===== src/shared/msff_pkg.sv =====
// Package for the master-slave flip-flop model
// Assumes a single synchronous clock domain (mclk) plus the asynchronous reset sys_rst
package msff_pkg;
    // ==========================================================
    // Reset values, clock period and encodings
    localparam logic MSFF_RST_STATE  = 1'b0;
    localparam logic MSFF_RST_MASTER = 1'b0;
    localparam logic MSFF_RST_CLK    = 1'b1;
    localparam int   MSFF_CLK_NS     = 5;

    typedef enum logic [1:0] {
        MSFF_OP_HOLD   = 2'b00,
        MSFF_OP_CLOCK  = 2'b01,
        MSFF_OP_SET    = 2'b11,
        MSFF_OP_CLEAR  = 2'b10
    } msff_op_t;
endpackage : msff_pkg


===== src/logic/msff_latch.sv =====
// Transparent-low master latch, sampled model
// Assumes inputs synchronous to mclk
`timescale 1ns/1ps
module msff_latch (
    input  wire logic mclk,
    input  wire logic sys_rst,
    input  wire logic clk_en,
    input  wire logic open_i,
    input  wire logic force_i,
    input  wire logic force_val,
    input  wire logic d_i,
    output logic      q_o
);
    // ==========================================================
    // Master stage: takes force_val while forced, else follows data while open, frozen otherwise
    always_ff @(posedge mclk or posedge sys_rst) begin
        if (sys_rst) begin
            q_o <= msff_pkg::MSFF_RST_MASTER;
        end else if (clk_en) begin
            if (force_i) begin
                q_o <= force_val;
            end else if (open_i) begin
                q_o <= d_i;
            end
        end
    end
endmodule : msff_latch


===== src/logic/msff_top.sv =====
// Master-slave D flip-flop with direct set and clear, sampled at mclk
// Assumes all inputs are synchronous to mclk; one mclk sample is one time step
`timescale 1ns/1ps
module msff_top (
    input  wire logic mclk,
    input  wire logic sys_rst,
    input  wire logic clk_en,
    input  wire logic clock_pulse_in,
    input  wire logic clock_enable_n,
    input  wire logic data_in,
    input  wire logic direct_set,
    input  wire logic direct_clear,
    output logic      q_out,
    output logic      q_out_n,
    output logic      illegal_out
);
    // ==========================================================
    // Effective clock and edge detection
    logic            eff_clk;
    logic            eff_clk_q;
    logic            rise;
    logic            master_q;
    logic            state_q;
    logic            force_any;
    msff_pkg::msff_op_t op;

    assign eff_clk   = clock_pulse_in | clock_enable_n;
    assign rise      = eff_clk & ~eff_clk_q;
    assign force_any = direct_set | direct_clear;

    always_comb begin
        case ({direct_set, direct_clear})
            2'b10:   op = msff_pkg::MSFF_OP_SET;
            2'b01:   op = msff_pkg::MSFF_OP_CLEAR;
            2'b11:   op = msff_pkg::MSFF_OP_HOLD;
            default: op = rise ? msff_pkg::MSFF_OP_CLOCK : msff_pkg::MSFF_OP_HOLD;
        endcase
    end

    always_ff @(posedge mclk or posedge sys_rst) begin
        if (sys_rst) begin
            eff_clk_q <= msff_pkg::MSFF_RST_CLK;
        end else if (clk_en) begin
            eff_clk_q <= eff_clk;
        end
    end

    // ==========================================================
    // Master latch; frozen while effective clock is high unless set or clear alone forces it
    msff_latch u_master (
        .mclk      (mclk),
        .sys_rst   (sys_rst),
        .clk_en    (clk_en),
        .open_i    (~eff_clk),
        .force_i   (force_any & ~(direct_set & direct_clear)),
        .force_val (direct_set),
        .d_i       (data_in),
        .q_o       (master_q)
    );

    // ==========================================================
    // Slave state; the edge loads the master value as it stood before the edge
    always_ff @(posedge mclk or posedge sys_rst) begin
        if (sys_rst) begin
            state_q <= msff_pkg::MSFF_RST_STATE;
        end else if (clk_en) begin
            case (op)
                msff_pkg::MSFF_OP_SET:   state_q <= 1'b1;
                msff_pkg::MSFF_OP_CLEAR: state_q <= 1'b0;
                msff_pkg::MSFF_OP_CLOCK: state_q <= master_q;
                default:                 state_q <= state_q;
            endcase
        end
    end

    // ==========================================================
    // Outputs; both set and clear gives no defined level, so both read low and flag it
    always_comb begin
        if (direct_set & direct_clear) begin
            q_out       = 1'b0;
            q_out_n     = 1'b0;
            illegal_out = 1'b1;
        end else if (direct_set) begin
            q_out       = 1'b1;
            q_out_n     = 1'b0;
            illegal_out = 1'b0;
        end else if (direct_clear) begin
            q_out       = 1'b0;
            q_out_n     = 1'b1;
            illegal_out = 1'b0;
        end else begin
            q_out       = state_q;
            q_out_n     = ~state_q;
            illegal_out = 1'b0;
        end
    end

    // ==========================================================
    // Checks
    AST_SET_FORCES: assert property (@(posedge mclk) disable iff (sys_rst)
        (direct_set & ~direct_clear) |-> (q_out & ~q_out_n))
        else $error("Set did not force true output high");
    AST_CLR_FORCES: assert property (@(posedge mclk) disable iff (sys_rst)
        (direct_clear & ~direct_set) |-> (q_out_n & ~q_out))
        else $error("Clear did not force complement high");
    AST_BOTH_FLAG: assert property (@(posedge mclk) disable iff (sys_rst)
        illegal_out == (direct_set & direct_clear))
        else $error("Illegal flag wrong");
    AST_LOW_HOLD: assert property (@(posedge mclk) disable iff (sys_rst)
        (clk_en & ~eff_clk & ~force_any) |=> (state_q == $past(state_q)))
        else $error("Slave changed while clock low");
    AST_MASTER_FOLLOW: assert property (@(posedge mclk) disable iff (sys_rst)
        (clk_en & ~eff_clk & ~force_any) |=> (master_q == $past(data_in)))
        else $error("Master did not follow data");
    AST_EDGE_LOAD: assert property (@(posedge mclk) disable iff (sys_rst)
        (clk_en & rise & ~force_any) |=> (q_out == $past(master_q) || direct_set || direct_clear))
        else $error("Edge did not load master");
    AST_MASTER_FROZEN: assert property (@(posedge mclk) disable iff (sys_rst)
        (clk_en & eff_clk & ~force_any) |=> (master_q == $past(master_q)))
        else $error("Master moved while clock high");
    AST_ENABLE_FREEZE: assert property (@(posedge mclk) disable iff (sys_rst)
        (clk_en & clock_enable_n & eff_clk_q & ~force_any) |=> (state_q == $past(state_q)))
        else $error("State changed with enable high");
    AST_FORCE_KEPT: assert property (@(posedge mclk) disable iff (sys_rst)
        (clk_en & $fell(force_any) & ~rise) |=> (state_q == $past(state_q)))
        else $error("Forced state lost without edge");

    // ==========================================================
    // Further checks on forced, clocked and frozen behaviour
    AST_SET_STATE: assert property (@(posedge mclk) disable iff (sys_rst)
        (clk_en & direct_set & ~direct_clear) |=> state_q)
        else $error("Set did not reach stored state");

    AST_CLR_STATE: assert property (@(posedge mclk) disable iff (sys_rst)
        (clk_en & direct_clear & ~direct_set) |=> ~state_q)
        else $error("Clear did not reach stored state");

    AST_SET_MASTER: assert property (@(posedge mclk) disable iff (sys_rst)
        (clk_en & direct_set & ~direct_clear) |=> master_q)
        else $error("Set did not reach master");

    AST_CLR_MASTER: assert property (@(posedge mclk) disable iff (sys_rst)
        (clk_en & direct_clear & ~direct_set) |=> ~master_q)
        else $error("Clear did not reach master");

    AST_BOTH_LOW: assert property (@(posedge mclk) disable iff (sys_rst)
        (direct_set & direct_clear) |-> (~q_out & ~q_out_n))
        else $error("Outputs not parked low with set and clear");

    AST_BOTH_STATE: assert property (@(posedge mclk) disable iff (sys_rst)
        (clk_en & direct_set & direct_clear) |=> (state_q == $past(state_q)))
        else $error("State moved with set and clear");

    AST_BOTH_MASTER: assert property (@(posedge mclk) disable iff (sys_rst)
        (clk_en & direct_set & direct_clear) |=> (master_q == $past(master_q)))
        else $error("Master moved with set and clear");

    AST_OUT_COMPL: assert property (@(posedge mclk) disable iff (sys_rst)
        (~direct_set & ~direct_clear) |-> (q_out_n == ~q_out))
        else $error("Outputs not complementary");

    AST_OUT_STATE: assert property (@(posedge mclk) disable iff (sys_rst)
        (~direct_set & ~direct_clear) |-> (q_out == state_q))
        else $error("True output does not show state");

    AST_CP_HIGH_HOLD: assert property (@(posedge mclk) disable iff (sys_rst)
        (clk_en & ~force_any & clock_pulse_in & ~clock_enable_n & eff_clk_q) |=> (state_q == $past(state_q)))
        else $error("State changed with clock pulse held high");

    AST_EN_STATE: assert property (@(posedge mclk) disable iff (sys_rst)
        ~clk_en |=> (state_q == $past(state_q)))
        else $error("State moved while frozen");

    AST_EN_MASTER: assert property (@(posedge mclk) disable iff (sys_rst)
        ~clk_en |=> (master_q == $past(master_q)))
        else $error("Master moved while frozen");

    AST_EN_HISTORY: assert property (@(posedge mclk) disable iff (sys_rst)
        ~clk_en |=> (eff_clk_q == $past(eff_clk_q)))
        else $error("Clock history moved while frozen");

    AST_NO_RISE_HOLD: assert property (@(posedge mclk) disable iff (sys_rst)
        (clk_en & ~rise & ~force_any) |=> (state_q == $past(state_q)))
        else $error("State moved without an edge");

    AST_HISTORY_TRACK: assert property (@(posedge mclk) disable iff (sys_rst)
        clk_en |=> (eff_clk_q == $past(eff_clk)))
        else $error("Clock history not tracking");

    AST_EDGE_MASTER_HOLD: assert property (@(posedge mclk) disable iff (sys_rst)
        (clk_en & rise & ~force_any) |=> (master_q == $past(master_q)))
        else $error("Master moved on the edge");

    AST_CLOCKED_STATE: assert property (@(posedge mclk) disable iff (sys_rst)
        (clk_en & rise & ~force_any) |=> (state_q == $past(master_q)))
        else $error("Edge did not store master value");
endmodule : msff_top


===== config.mk =====
export PLATFORM = sky130hd
export DESIGN_NAME = msff_top
export DESIGN_NICKNAME = d
export VERILOG_FILES = /design/src/shared/msff_pkg.sv /design/src/logic/msff_latch.sv /design/src/logic/msff_top.sv
export SDC_FILE = /design/constraint.sdc
export NUM_CORES = 1
export LEC_CHECK = 0
export CORE_AREA = 2 2 39 41
export DETAILED_ROUTE_END_ITERATION = 12
export DIE_AREA = 0 0 41 43
export DONT_BUFFER_PORTS = 1
export SLEW_MARGIN = 40
export SYNTH_ARGS = -nofsm -noshare
export SYNTH_HDL_FRONTEND = slang
export SYNTH_SLANG_ARGS = --single-unit

===== constraint.sdc =====
create_clock -name mclk -period 2.35 [get_ports mclk]
set_clock_uncertainty 0.1 [all_clocks]
set_input_delay 0.235 -clock mclk [delete_from_list [all_inputs] [get_ports mclk]]
set_output_delay 0.235 -clock mclk [all_outputs]
set_load 0.03 [all_outputs]

==> impl.org <==
** Run status
- The flow ran to the end, and the final reports show no timing, DRC or antenna violations.

** Floorplanning
- Row generation in the floorplan step produced 14 rows.
- The die covers 0.001763 sq mm.
- Core Area :: 0.001384 sq mm
- The initial utilization of the core area, before any placement, comes to 18.26%.
- The die is 43 um tall.
- Die span in x :: 41 um
- Count of boundary I/O pins :: 11

** Global route
- For met2 alone, demand over resource in global routing was 8.750%.
- All-layer global routing usage :: 7.028%
- Via count of the first global-routing pass :: 209
- Entering global routing, the biggest net connects 7 pins.
- The layer flagged by global routing as most heavily used is met2.
- For met1 alone, demand over resource in global routing was 7.395%.
- Number of antenna violations at the first check in global routing :: 0
- Grt met3 use :: 3.665%
- Remaining global-route overflow :: 0
- First-pass GRT wire length :: 759 um

** Worst setup path
- By startpoint and endpoint, the worst setup path is classified as reg -> out.
- Of all nets on the critical path, the largest fanout is 2.
- Among all stages on the critical path, the largest delay is contributed by sky130_fd_sc_hd__nor2b_1.
- STA classifies the critical path startpoint as a register.
- The setup check on the worst reg-to-reg path leaves a slack of 1130 ps.
- Critical-path cell list :: a21oi_1, nor2b_1
- CP Data Arrival Time :: 1280 ps
- STA puts the critical path data required time at 2020 ps.
- Count of cells along the worst register-to-register path :: 4
- Setup crit end kind :: output pin
- Cell depth of the worst setup path :: 2
- Delay of the slowest critical-path stage :: 500 ps
- Counting both buffers and inverters, the worst setup path holds a total of 0.
- The cell family contributing the most delay on the critical path is simple AND/OR/NAND/NOR gates.

** Synth
- The number of nets in the synthesized netlist is 41.
- Sequential cells were found to cover 30.20% of the synthesized design area.
- A synthesized cell averages 8.715 sq um.
- Summing every instance area after synthesis gives 252.7 sq um.
- During synthesis, Yosys emitted a total of 0 warnings.
- Counting every instance in the synthesized netlist gives 29.
- Distinct cells, synth :: 15
- In this run, synthesis produced a sequential element count of 3.

** Placed design
- Number of port buffers :: 0
- The congestion estimate from routability-driven global placement came to 0.6896.
- Detailed placer's ending HPWL :: 408.3 um
- Pre-CTS worst setup slack :: 949.6 ps

** Clock network
- Post-CTS timing repair inserted 0 buffers for setup.
- Root buffer cell :: sky130_fd_sc_hd__clkbuf_4
- H-tree depth reported by CTS :: 1
- Clock slew seen by the registers of the worst setup and hold paths :: 40 ps
- The clock drives 3 sinks.
- CTS buffer count :: 3
- Post-cts sizing count :: 0
- The clock passes through at most 2 buffers.
- Clock latency of the later-clocked register in the worst-skew pair :: 230 ps
- Clock tree from TritonCTS :: built
- Number of buffers inserted for hold repair after clock tree synthesis :: 2

** STA
- Unrepaired setup endpoints after global routing :: false
- Period utilisation layout :: 68.55%
- Total Negative Setup Slacks :: 0 ps
- Counting I/O delays and the setup requirement, the final critical path takes 1611 ps.
- Final slew viol count :: 0
- Hold Vio Cnt, Final :: 0
- Slew at the pin with the worst max-slew slack :: 569.8 ps
- Measured against its own limit, the worst slew margin works out to 61.94%.
- Setup violations remaining at the end of the flow were counted as 0.
- Timing would allow up to 620.8 MHz.
- Setup WS post-layout :: 739.1 ps

** Cells and area
- Relative to the synthesized area, the layout overhead comes to 30.20%.
- Final layout net count :: 49
- Fraction of layout instances using a drive strength above 1 :: 16.67%
- The number of antenna diodes in the final layout is 0.
- In the final layout, the multi-input gates occupy 157.7 sq um.
- Area taken by flip-flops and latches :: 76.32 sq um
- Fill cells in the final layout number 161.

** Routing
- Overall via count from detail_route :: 217
- Number of remaining DRC errors :: 0
- Total Wirelength :: 496 um
- Routed wirelength normalized by instance count :: 9.538 um
- The first routing iteration left 4 violations.
- Vias per inst :: 4.173
- In this run the remaining antenna-violating nets after routing total 0.
- The first detailed-routing pass took 4 iterations.

** Power
- In this run the power density over the cells is 599.2 mW/mm^2.
- Static leakage :: 0.1573 nW
- IR analysis of the VDD net gives a maximum drop of 0.1243 mV.

** Worst hold path
- In this run the worst hold path is classified as in -> reg.
- Hold path cells :: 2

** Run
- Reported max-cap violation count :: 0
==> cell usage after synthesis (all sizes together) <==
master  count  share of area, %
ha          4                20
dfrtp       2                20
a22oi       1               3.0
dfstp       1                10
a22o        2               6.9
o22ai       1               4.9
nand3b      1               3.0
nand2       2               3.0
nor2        4               8.9
nand2b      1               2.5
a21oi       2               4.0
inv         5               7.4
o21ai       2               4.0
nor2b       1               2.5
==> routing by layer <==
| layer | vias to the layer above | share of wire (%) |
|---|---|---|
| li1 | 111 | - |
| met1 | 97 | 43 |
| met2 | 9 | 48 |
| met3 | 0 | 8.7 |
| met4 | 0 | 0 |
| met5 | - | 0 |
==> power breakdown <==
| part | internal [mW] | total (mW) | switching (mW) |
|---|---|---|---|
| combinational | 0.0192 | 0.0442 | 0.0250 |
| clock | 0.0635 | 0.0888 | 0.0253 |
| sequential | 0.0604 | 0.0641 | 0.00375 |
| total | 0.143 | 0.197 | 0.0541 |
==> state kept, by name, indices dropped and copies added (netlist names) <==
register      count
state_q           1
eff_clk_q         1
u_master.q_o      1
==> final timing paths <==
path	startpoint	end
max in group asynchronous	sys_rst	eff_clk_q
min	clk_en	eff_clk_q
min reg2reg	eff_clk_q	eff_clk_q
min in group asynchronous	sys_rst	state_q
max reg2reg	eff_clk_q	state_q
max	state_q	q_out_n
==> logic make-up after synthesis <==
family	after synthesis	synth area share (%)
fa+ha+maj	4	19.80
buf+inv	5	7.427
simple gates	9	19.81
flops	3	30.20
compound gates	8	22.77
==> per-stage QoR <==
step	power (mW)	std cells	hold slack, ps	util, %	cell area [sq um]
detailed placement	0.1055	45	-89.06	19.71	272.8
finish	0.1972	52	32.28	23.78	329.1
global route	0.2131	52	33.71	23.78	329.1
CTS	0.2018	51	0.1107	23.06	319.1
floorplan	0.09997	29	-112.1	-	252.7
global placement	0.1042	45	-93.99	19.71	272.8
==> cell usage in the layout, fill, tap and decap left out, drive strengths merged <==
cell type	count
dfstp	1
dlygate4sd3	3
nand2	2
ha	4
nand2b	1
a22o	2
o22ai	1
nor2b	1
o21ai	2
inv	5
dfrtp	2
a21oi	2
nand3b	1
nor2	4
a22oi	1
clkbuf	4
==> layout make-up <==
class	instances	share of cell area (%)
Timing Repair Buffer	3	9.125
Multi-Input combinational cell	21	47.91
Sequential cell	3	23.19
Tap cell	16	6.084
Inverter	5	5.703
Clock buffer	4	7.985
(Power assumes the default switching activity.)
